**config.mk**
```make
export PLATFORM = sky130hd
export DESIGN_NAME = hdlc_rx_fifo_status
export DESIGN_NICKNAME = d
export VERILOG_FILES = /design/src/verilog/hdlc_rx_pkg.sv /design/src/verilog/hdlc_rx_fifo_status.sv
export SDC_FILE = /design/constraint.sdc
export NUM_CORES = 2
export LEC_CHECK = 0
export CORE_MARGIN = 2
export CORE_UTILIZATION = 50
export CTS_BUF_LIST = sky130_fd_sc_hd__clkbuf_8
export DETAILED_ROUTE_END_ITERATION = 6
export DONT_BUFFER_PORTS = 1
export GPL_TIMING_DRIVEN = 0
export PLACE_DENSITY = 0.68
export SYNTH_ARGS = -nofsm -noshare
export SYNTH_HDL_FRONTEND = slang
export SYNTH_SLANG_ARGS = --single-unit
```
**constraint.sdc**
```tcl
create_clock -name CLOCK_IN -period 1.8 [get_ports CLOCK_IN]
set_input_delay 0.09 -clock CLOCK_IN [delete_from_list [all_inputs] [get_ports CLOCK_IN]]
set_output_delay 0.09 -clock CLOCK_IN [all_outputs]
set_load 0.02 [all_outputs]
```
**src/verilog/hdlc_rx_pkg.sv**
```systemverilog
// Package with register map, field positions, codes and carrier types of the receive HDLC FIFO block.
package hdlc_rx_pkg;
	// Register byte addresses on APB; odd offsets kept as indices, byte address is four times the index.
	localparam logic [11:0] IDX_IRQ_ENABLE = 12'h00A4;
	localparam logic [11:0] IDX_BYTES_COUNT = 12'h00B5;
	localparam logic [11:0] IDX_READ_PORT = 12'h00B6;
	localparam logic [11:0] IDX_WM_CTRL = 12'h0087;
	localparam logic [11:0] IDX_LIVE_STATUS = 12'h00C0;
	localparam logic [11:0] IDX_STICKY = 12'h00C1;
	localparam logic [11:0] IDX_RX_CTRL = 12'h0010;
	// Reset values.
	localparam logic [7:0] RST_BYTE = 8'h00;
	// Field positions.
	localparam int WM_SEL_LO = 0;
	localparam int SEG_FLAG_BIT = 7;
	localparam int LIVE_DATA_BIT = 0;
	localparam int LIVE_WM_BIT = 1;
	localparam int LIVE_PS_LO = 4;
	localparam int EV_FILLED = 0;
	localparam int EV_WM = 1;
	localparam int EV_START = 2;
	localparam int EV_END = 3;
	localparam int EV_FIRST = 4;
	localparam int EV_OVF = 5;
	localparam int SOFT_RESET_BIT = 6;
	// Watermark levels in bytes.
	localparam logic [6:0] WM_LEVEL0 = 7'h04;
	localparam logic [6:0] WM_LEVEL1 = 7'h10;
	localparam logic [6:0] WM_LEVEL2 = 7'h20;
	localparam logic [6:0] WM_LEVEL3 = 7'h30;
	// Packet state codes.
	typedef enum logic [2:0] {
		PS_IN_PROGRESS = 3'b000,
		PS_GOOD = 3'b001,
		PS_CRC_ERR = 3'b010,
		PS_ABORT = 3'b011,
		PS_OVERRUN = 3'b100
	} packet_state_code_t;
	// Byte as delivered by the deframer.
	typedef struct packed {
		logic [7:0] data;
		logic first;
	} rx_byte_t;
	// End of packet report from the deframer.
	typedef struct packed {
		logic valid;
		packet_state_code_t code;
	} rx_end_t;
endpackage

```
**src/verilog/hdlc_rx_fifo_status.sv**
```systemverilog
// Receive HDLC FIFO, packet byte counting, status, masking and interrupt with an APB slave.
// Notes on behaviour
// - Selector picks watermark 4, 16, 32, 48.
// - Count gives bytes readable before message end.
// - Bit 7 set for start/continuation, else clear.
// - Data read returns next byte, LSB bit 0.
// - Latched bit holds until read, then clears.
// - Writing ones clears latched bits only.
// - Enabled latched events pull interrupt low.
// - Interrupt releases after reading causing bit.
// - Live bit 0 shows FIFO not empty.
// - Live bit 1 shows fill above watermark.
// - Live bits 4-6 give packet state code.
// - Seven ones abort ends packet, reports code.
// - Full FIFO stops packet, reports overrun.
// - Latched bit 0 on not-empty rising edge.
// - Latched bit 1 on watermark rising edge.
// - Latched bit 2 on packet opening byte.
// - Latched bit 3 on any packet end.
// - Latched bit 4 when first byte waits.
// - Mask bits 0-5 enable each event.
// - Soft reset bit flushes FIFO, edge triggered.
//
// Decided for this implementation: register access over APB.
module hdlc_rx_fifo_status
	import hdlc_rx_pkg::*;
#(
	parameter int DEPTH = 64 // FIFO depth in bytes.
) (
	input wire logic CLOCK_IN, // System clock, 40 MHz.
	input wire logic ARST_N_IN, // Asynchronous active-low reset.
	input wire logic PSEL_IN, // APB select.
	input wire logic PENABLE_IN, // APB enable.
	input wire logic PWRITE_IN, // APB direction, high for write.
	input wire logic [13:0] PADDR_IN, // APB byte address.
	input wire logic [31:0] PWDATA_IN, // APB write data.
	output logic [31:0] PRDATA_OUT, // APB read data.
	output logic PREADY_OUT, // APB ready.
	output logic PSLVERR_OUT, // APB error for unmapped address.
	input wire logic RX_BYTE_VALID_IN, // Deframer delivers a byte.
	input wire logic [7:0] RX_BYTE_DATA_IN, // Delivered byte.
	input wire logic RX_OPENING_IN, // Pulse: opening byte of a packet seen.
	input wire logic RX_END_VALID_IN, // Pulse: packet ended.
	input wire logic [2:0] RX_END_CODE_IN, // End code: good, CRC error or abort.
	output logic RX_OVERRUN_OUT, // Level: current packet dropped after overrun.
	output logic RX_SOFT_RESET_OUT, // Pulse: reset request to the deframer.
	output logic INT_N_OUT // Active-low interrupt.
);
	// The pointer arithmetic and the 7-bit byte count only serve a depth of 64.
	if (DEPTH != 64) begin
		$error("DEPTH must be 64");
	end

	localparam int AW = $clog2(DEPTH); // Pointer width.

	// Reset synchroniser.
	// Only the second flop's output is used as the reset of the rest of the block.
	logic rst_meta_q;
	logic rst_n_q;
	always_ff @(posedge CLOCK_IN or negedge ARST_N_IN) begin
		if (!ARST_N_IN) begin
			rst_meta_q <= 1'b0;
			rst_n_q <= 1'b0;
		end else begin
			rst_meta_q <= 1'b1;
			rst_n_q <= rst_meta_q;
		end
	end

	// Maps a watermark selector to its level.
	function automatic logic [6:0] wm_level(input logic [1:0] sel);
		case (sel)
			2'b00: wm_level = WM_LEVEL0;
			2'b01: wm_level = WM_LEVEL1;
			2'b10: wm_level = WM_LEVEL2;
			default: wm_level = WM_LEVEL3;
		endcase
	endfunction

	// Turns a register index into its APB byte address.
	function automatic logic [13:0] byte_addr(input logic [11:0] idx);
		byte_addr = {idx, 2'b00};
	endfunction

	// Storage: data byte, first-of-message mark, end-of-message mark with its code.
	logic [7:0] mem_data [DEPTH];
	logic mem_first [DEPTH];
	logic mem_last [DEPTH];
	logic [2:0] mem_code [DEPTH];
	logic [AW-1:0] wr_ptr_q;
	logic [AW-1:0] rd_ptr_q;
	logic [6:0] fill_q; // Bytes stored, 0..64.
	logic [AW-1:0] last_wr_q; // Slot of the most recent byte, tagged at packet end.
	logic [1:0] wm_sel_q; // Watermark selector.
	logic [7:0] irq_en_q; // Interrupt mask.
	logic soft_rst_q; // Soft reset control bit.
	logic soft_rst_prev_q; // Previous value, for edge detection.
	logic [5:0] sticky_q; // Latched events.
	logic [2:0] pkt_state_q; // Packet state as of last read.
	logic drop_q; // Rest of current packet is being discarded.
	logic data_prev_q; // Previous not-empty condition.
	logic wm_prev_q; // Previous above-watermark condition.
	logic first_prev_q; // Previous first-byte-at-head condition.
	logic [6:0] seg_count_q; // Bytes up to end of message at head.
	logic seg_cont_q; // Head segment does not end a message.
	logic port_ok_q; // The read in progress reported a stored byte.

	// APB decode, all on the access phase.
	// Addresses are compared in full, so aliases of a register never respond.
	logic acc;
	logic wr_acc;
	logic rd_acc;
	logic hit_irq;
	logic hit_cnt;
	logic hit_port;
	logic hit_wm;
	logic hit_live;
	logic hit_sticky;
	logic hit_ctrl;
	assign acc = PSEL_IN && PENABLE_IN && PREADY_OUT;
	assign wr_acc = acc && PWRITE_IN;
	assign rd_acc = acc && !PWRITE_IN;
	assign hit_irq = PADDR_IN == byte_addr(IDX_IRQ_ENABLE);
	assign hit_cnt = PADDR_IN == byte_addr(IDX_BYTES_COUNT);
	assign hit_port = PADDR_IN == byte_addr(IDX_READ_PORT);
	assign hit_wm = PADDR_IN == byte_addr(IDX_WM_CTRL);
	assign hit_live = PADDR_IN == byte_addr(IDX_LIVE_STATUS);
	assign hit_sticky = PADDR_IN == byte_addr(IDX_STICKY);
	assign hit_ctrl = PADDR_IN == byte_addr(IDX_RX_CTRL);

	// Flush pulses on the rising edge of the soft reset bit only.
	logic flush;
	assign flush = soft_rst_q && !soft_rst_prev_q;

	// FIFO conditions.
	logic fifo_full;
	logic holds_data;
	logic above_wm;
	logic pop;
	logic push;
	logic head_first;
	assign fifo_full = fill_q == 7'(DEPTH);
	assign holds_data = fill_q != 7'h00;
	assign above_wm = fill_q > wm_level(wm_sel_q);
	assign pop = rd_acc && hit_port && port_ok_q && holds_data;
	assign push = RX_BYTE_VALID_IN && !drop_q && !fifo_full && !flush;
	assign head_first = holds_data && mem_first[rd_ptr_q];

	// An arriving byte is dropped, and the packet cut, once the FIFO is full.
	logic overrun_now;
	assign overrun_now = RX_BYTE_VALID_IN && !drop_q && fifo_full;

	// Control registers written by software.
	always_ff @(posedge CLOCK_IN or negedge rst_n_q) begin
		if (!rst_n_q) begin
			wm_sel_q <= 2'b00;
			irq_en_q <= RST_BYTE;
			soft_rst_q <= 1'b0;
		end else if (wr_acc) begin
			if (hit_wm) begin
				wm_sel_q <= PWDATA_IN[WM_SEL_LO +: 2];
			end else if (hit_irq) begin
				irq_en_q <= {2'b00, PWDATA_IN[5:0]};
			end else if (hit_ctrl) begin
				soft_rst_q <= PWDATA_IN[SOFT_RESET_BIT];
			end
		end
	end

	// Byte storage; the end mark lands on the last byte written.
	// The storage has no reset; the fill level alone says which slots hold data.
	always_ff @(posedge CLOCK_IN) begin
		if (push) begin
			mem_data[wr_ptr_q] <= RX_BYTE_DATA_IN;
			mem_first[wr_ptr_q] <= RX_OPENING_IN;
			mem_last[wr_ptr_q] <= 1'b0;
			mem_code[wr_ptr_q] <= PS_IN_PROGRESS;
		end
		if (RX_END_VALID_IN && !drop_q && fill_q != 7'h00) begin
			mem_last[last_wr_q] <= 1'b1;
			mem_code[last_wr_q] <= RX_END_CODE_IN;
		end else if (overrun_now && fill_q != 7'h00) begin
			mem_last[last_wr_q] <= 1'b1;
			mem_code[last_wr_q] <= PS_OVERRUN;
		end
	end

	// Pointers and fill level.
	always_ff @(posedge CLOCK_IN or negedge rst_n_q) begin
		if (!rst_n_q) begin
			wr_ptr_q <= '0;
			rd_ptr_q <= '0;
			fill_q <= 7'h00;
			last_wr_q <= '0;
		end else if (flush) begin
			wr_ptr_q <= '0;
			rd_ptr_q <= '0;
			fill_q <= 7'h00;
		end else begin
			if (push) begin
				wr_ptr_q <= wr_ptr_q + 1'b1;
				last_wr_q <= wr_ptr_q;
			end
			if (pop) begin
				rd_ptr_q <= rd_ptr_q + 1'b1;
			end
			// A push and a pop in one cycle leave the fill level unchanged.
			fill_q <= fill_q + 7'(push) - 7'(pop);
		end
	end

	// Drop state: after overrun the rest of the packet is discarded until its end.
	// Bytes that arrive while discarding are neither stored nor counted as new overruns.
	always_ff @(posedge CLOCK_IN or negedge rst_n_q) begin
		if (!rst_n_q) begin
			drop_q <= 1'b0;
		end else if (flush || RX_END_VALID_IN) begin
			drop_q <= 1'b0;
		end else if (overrun_now) begin
			drop_q <= 1'b1;
		end
	end

	// Packet state as of the last FIFO read.
	// A flush returns the state to in-progress, since no byte has been read since.
	always_ff @(posedge CLOCK_IN or negedge rst_n_q) begin
		if (!rst_n_q) begin
			pkt_state_q <= PS_IN_PROGRESS;
		end else if (flush) begin
			pkt_state_q <= PS_IN_PROGRESS;
		end else if (pop) begin
			pkt_state_q <= mem_code[rd_ptr_q];
		end
	end

	// Segment at the head: bytes up to and including the first end mark.
	always_comb begin
		logic [AW-1:0] p;
		logic found;
		found = 1'b0;
		p = '0;
		seg_count_q = fill_q;
		seg_cont_q = holds_data;
		// A linear scan over all slots costs logic depth but needs no bookkeeping on pop.
		for (int i = 0; i < DEPTH; i++) begin
			p = rd_ptr_q + AW'(i);
			if (!found && 7'(i) < fill_q && mem_last[p]) begin
				found = 1'b1;
				seg_count_q = 7'(i + 1);
				seg_cont_q = 1'b0;
			end
		end
	end

	// Edge history for event detection.
	// After reset every history bit is low, matching an empty FIFO, so no false edge follows.
	always_ff @(posedge CLOCK_IN or negedge rst_n_q) begin
		if (!rst_n_q) begin
			data_prev_q <= 1'b0;
			wm_prev_q <= 1'b0;
			first_prev_q <= 1'b0;
		end else begin
			data_prev_q <= holds_data;
			wm_prev_q <= above_wm;
			first_prev_q <= head_first;
		end
	end

	// Event set terms, one per latched bit.
	logic [5:0] ev_set;
	always_comb begin
		ev_set = 6'h00;
		ev_set[EV_FILLED] = holds_data && !data_prev_q;
		ev_set[EV_WM] = above_wm && !wm_prev_q;
		ev_set[EV_START] = RX_OPENING_IN && !flush;
		ev_set[EV_END] = (RX_END_VALID_IN && !drop_q) || overrun_now;
		ev_set[EV_FIRST] = head_first && !first_prev_q;
		ev_set[EV_OVF] = overrun_now;
	end

	// Latched events: cleared by read or by writing ones, a same-cycle set wins.
	logic [5:0] ev_clr;
	// A read clears only the bits that it reported; a bit that sets at the answer edge
	// was not seen by the host and must survive until the next read.
	assign ev_clr = (rd_acc && hit_sticky) ? PRDATA_OUT[5:0] :
		((wr_acc && hit_sticky) ? PWDATA_IN[5:0] : 6'h00);
	always_ff @(posedge CLOCK_IN or negedge rst_n_q) begin
		if (!rst_n_q) begin
			sticky_q <= 6'h00;
		end else begin
			sticky_q <= (sticky_q & ~ev_clr) | ev_set;
		end
	end

	// Interrupt: any enabled latched event drives it low.
	// It uses the next latched value, so the pin falls in the cycle after the event.
	always_ff @(posedge CLOCK_IN or negedge rst_n_q) begin
		if (!rst_n_q) begin
			INT_N_OUT <= 1'b1;
		end else begin
			INT_N_OUT <= !(|(((sticky_q & ~ev_clr) | ev_set) & irq_en_q[5:0]));
		end
	end

	// Deframer side outputs.
	always_ff @(posedge CLOCK_IN or negedge rst_n_q) begin
		if (!rst_n_q) begin
			RX_OVERRUN_OUT <= 1'b0;
			RX_SOFT_RESET_OUT <= 1'b0;
			soft_rst_prev_q <= 1'b0;
		end else begin
			RX_OVERRUN_OUT <= (drop_q || overrun_now) && !RX_END_VALID_IN && !flush;
			RX_SOFT_RESET_OUT <= flush;
			soft_rst_prev_q <= soft_rst_q;
		end
	end

	// Read mux for the first access cycle; data is registered so it stands at the access edge.
	// An unmapped address reads zero and raises the slave error.
	logic [7:0] rd_byte;
	logic mapped;
	always_comb begin
		rd_byte = RST_BYTE;
		mapped = 1'b1;
		if (hit_irq) begin
			rd_byte = irq_en_q;
		end else if (hit_cnt) begin
			rd_byte = {seg_cont_q, seg_count_q};
		end else if (hit_port) begin
			rd_byte = holds_data ? mem_data[rd_ptr_q] : RST_BYTE;
		end else if (hit_wm) begin
			rd_byte = {6'h00, wm_sel_q};
		end else if (hit_live) begin
			rd_byte = {1'b0, pkt_state_q, 2'b00, above_wm, holds_data};
		end else if (hit_sticky) begin
			rd_byte = {2'b00, sticky_q};
		end else if (hit_ctrl) begin
			rd_byte = {1'b0, soft_rst_q, 6'h00};
		end else begin
			mapped = 1'b0;
		end
	end

	// APB slave: one wait state, ready in the second access cycle.
	always_ff @(posedge CLOCK_IN or negedge rst_n_q) begin
		if (!rst_n_q) begin
			PREADY_OUT <= 1'b0;
			PRDATA_OUT <= 32'h0000_0000;
			PSLVERR_OUT <= 1'b0;
		end else if (PSEL_IN && PENABLE_IN && !PREADY_OUT) begin
			PREADY_OUT <= 1'b1;
			PRDATA_OUT <= PWRITE_IN ? 32'h0000_0000 : {24'h00_0000, rd_byte};
			PSLVERR_OUT <= !mapped;
		end else begin
			PREADY_OUT <= 1'b0;
			PRDATA_OUT <= 32'h0000_0000;
			PSLVERR_OUT <= 1'b0;
		end
	end

	// Remembers whether the answer edge reported a stored byte. A byte that arrives in the
	// cycle between the answer and the access edge must stay in the FIFO, since the host
	// was shown the empty-read value and not that byte.
	always_ff @(posedge CLOCK_IN or negedge rst_n_q) begin
		if (!rst_n_q) begin
			port_ok_q <= 1'b0;
		end else begin
			port_ok_q <= PSEL_IN && PENABLE_IN && !PREADY_OUT && hit_port && holds_data;
		end
	end
endmodule

```
==> results.cfg <==
[sta]
relSlewSlack = 0.0563
tns_ns = -1217.85
hold_viol = 7
slew_viol_final = 0
rsz0062_at_grt = yes
fmax_mhz = 191
worst_slew_pin_slew_ns = 1.41
layout_setup_ws_ns = -3.42
hold_slack_ns = -0.236
finalSetupViolations = 1082
skew_ns = 0.0311
fin_crit_ns = 5.22
period_share = 2.90

[final_layout]
layout-drive-gt1-share = 0.389
mostFrequentLayoutCell = edfxtp_1
final_cell_mix = edfxtp_1, mux4_2, nor2_1, nand2_1, buf_4
stdcell_area_um2 = 57800
area_delta_synth_final_pct = 22.6
nets = 3822
utilization = 0.619
num-fill-cells = 6914

[place]
place_hpwl_mm = 123
post_dp_cell_area_um2 = 50500
post-place-ws_ns = -5.30
gp_congestion = 1.01
port_buffers = 0

[cts]
cts_tree = built
clockRootBuffer = clkbuf_8
holdBufCountCts = 55
cts_inserted_buffers = 147
clock-sinks = 896
worstSkewPairLatency_ns = 0.84
cts_max_path_buffers = 3
clkTransAtPathRegs_ns = 0.06
cts_max_level = 4

[status]
violations = hold timing, setup timing
status = finished with violations

[hold_path]
hold_class = primary input to flip-flop
hold_path_depth = 4
hp-start = PADDR_IN[3]
whs_endpoint = soft_rst_q$_DFFE_PN0P_

[worst_setup_path]
worstPathArrival_ns = 5.95
r2r-start = rd_ptr_q[0]$_DFFE_PN0P_
crit_path_start_kind = flip-flop
worst-setup-path-type = flip-flop to flip-flop
critPathMaxFanout = 7
r2r_slack_ns = -3.42
required_ns = 2.53
r2r_cells = 21
cp-end-kind = flip-flop
worstReg2RegEnd = PRDATA_OUT[7]$_DFF_PN0_

[floorplan]
initial_core_util = 0.505
io_pins = 102
die_h_um = 311
core_um2 = 93300
chipWidth_um = 311
placement_rows = 112
die_area_um2 = 96700

[yosys]
syn_area_um2 = 47100
synthArstFlopShare = 0.0714
synth_edf_count = 768
ys_types = 96
avgSynthCellArea_um2 = 14.2
synthCells = 3310
ys.flop_type = edfxtp_1
ys_ff_latch = 896
synth_warnings = 0
ys_seq_area_frac = 0.551

[flow_run]
max_cap_violations = 0

[global_route]
antenna_found_initial = 3
grt_max_degree = 66
grt_pass1_vias = 34000
track_usage = 0.356
grt-ovfl-total = 0
grt_pass1_wl_mm = 245

[routing]
routed_wirelength_mm = 173
ant_nets = 0
vias_per_cell = 6.78
drc = 0
first_iter_violations = 5033
wire_per_inst_um = 33.9
vias = 34500
first_pass_iters = 6

[pwr]
ir_worst_vdd_mv = 0.882
leakagePower_nw = 20.2
power_density_nw_per_um2 = 1150
## cells in the mapped netlist, drive strengths merged (6+ instances only)
| master | n | area, um2 |
|---|---|---|
| nor2 | 335 | 1260 |
| nand2b | 10 | 62.6 |
| nand4 | 12 | 81.3 |
| ha | 40 | 500 |
| nor4 | 15 | 109 |
| a22oi | 19 | 143 |
| nor3 | 51 | 255 |
| o22ai | 12 | 75.1 |
| xor2 | 10 | 87.6 |
| dfrtp | 63 | 1580 |
| nor3b | 9 | 72.6 |
| inv | 89 | 334 |
| a21oi | 67 | 335 |
| a31oi | 21 | 131 |
| mux2 | 110 | 1240 |
| nor2b | 19 | 119 |
| o21bai | 6 | 45.0 |
| o21ai | 112 | 561 |
| nand3b | 9 | 67.6 |
| nand3 | 51 | 255 |
| a211oi | 21 | 158 |
| o211ai | 21 | 158 |
| o21a | 8 | 60.1 |
| edfxtp | 768 | 23100 |
| a32oi | 7 | 68.8 |
| mux4 | 414 | 9320 |
| nand2 | 365 | 1370 |
| clkbuf | 112 | 420 |
| a2111oi | 11 | 115 |
| dfxtp | 64 | 1280 |
| and2 | 18 | 113 |
| buf | 103 | 578 |
| and3 | 17 | 106 |
| xnor2 | 63 | 574 |
| or3 | 11 | 68.8 |
| mux2i | 123 | 1230 |
| a21boi | 7 | 52.6 |
| a21o | 11 | 82.6 |
## cell type report
class,count,area [um2],share of cell area
well taps,1254,1570,0.0272
clock inverters,109,549,0.00951
multi-input cells,2132,22500,0.389
diodes,1,2.50,0.0000433
clock buffers,160,2200,0.0381
inverters,90,473,0.00819
flip-flops and latches,896,26000,0.449
plain buffers,207,2000,0.0347
repair buffers,242,2520,0.0436
## metrics by stage
step | hold WS, ns | cells | total power [mW]
final | -0.236 | 5091 | 66.3
after global routing | -0.241 | 5091 | 68.2
after CTS | -0.289 | 5028 | 63.8
after detailed placement | -0.206 | 4591 | 44.9
after global placement | -0.206 | 4587 | 44.5
after floorplan | -0.206 | 3333 | 37.9
## cells by family (layout without fill, tap and decap cells)
logic type               after synthesis  after routing  synth area share
buffers and inverters                305            808            0.0284
AO/OA/AOI/OAI                        403            403            0.0578
adder cells (fa/ha/maj)               41             41            0.0110
AND/OR/NAND/NOR                      943            943            0.0876
XOR/XNOR                              73             73            0.0140
flip-flops                           896            896             0.551
multiplexers                         647            647             0.250
other                                  2             26          0.000159
## registers in the layout (all words and copies together), names as in the netlist, 2 cells and up
signal       cells
pkt_state_q      3
wr_ptr_q         6
wm_sel_q         2
mem_code       192
mem_first       64
fill_q           7
irq_en_q         6
last_wr_q        6
PRDATA_OUT       8
rd_ptr_q         6
mem_data       512
mem_last        64
sticky_q         6
## report_power, final
group	switching [mW]	internal, mW
sequential	2.40	24.1
combinational	14.1	8.90
clock	8.14	8.63
total	24.6	41.6
## what timing repair did
action                                  CTS  global route
cloned                                    5             0
endpoints found under the hold margin   660             6
buffers inserted                        112            66
pin swaps                                55            42
gates resized for setup                 354           178
setup endpoints to repair              1078          1082
## worst max path at each step
stage                                  startpoint                       to  slack, ns  cells after the start
final                     rd_ptr_q[0]$_DFFE_PN0P_  PRDATA_OUT[7]$_DFF_PN0_      -3.42                     21
after global routing      rd_ptr_q[0]$_DFFE_PN0P_  PRDATA_OUT[7]$_DFF_PN0_      -3.52                     23
after CTS                 rd_ptr_q[0]$_DFFE_PN0P_  PRDATA_OUT[4]$_DFF_PN0_      -3.27                     20
after detailed placement  rd_ptr_q[2]$_DFFE_PN0P_  PRDATA_OUT[0]$_DFF_PN0_      -5.30                     19
after global placement    rd_ptr_q[2]$_DFFE_PN0P_  PRDATA_OUT[0]$_DFF_PN0_      -5.28                     19
after floorplan           rd_ptr_q[0]$_DFFE_PN0P_  PRDATA_OUT[4]$_DFF_PN0_      -2.94                     21
## layer usage
layer | part of all wire | routed length [um] | track usage
met5 | 0.000081 | 14 | 0
met1 | 0.37 | 63800 | 0.480
met4 | 0.066 | 11400 | 0.201
met2 | 0.45 | 77000 | 0.529
met3 | 0.12 | 20400 | 0.0942
## worst max-delay path, stage by stage (launching register included)
cell	delay [ns]
dfrtp_1	0.40
buf_12	0.15
buf_12	0.11
buf_12	0.11
inv_8	0.03
buf_12	0.11
buf_12	0.12
ha_4	0.30
buf_12	0.15
buf_12	0.13
mux2_4	0.30
mux4_2	0.54
mux4_2	0.57
o211ai_1	0.25
and2_4	0.24
and4_1	0.26
nand3_4	0.16
nor4_4	0.46
buf_4	0.19
and3_4	0.19
a22oi_2	0.09
nor4_2	0.27
(Power assumes the default switching activity.)
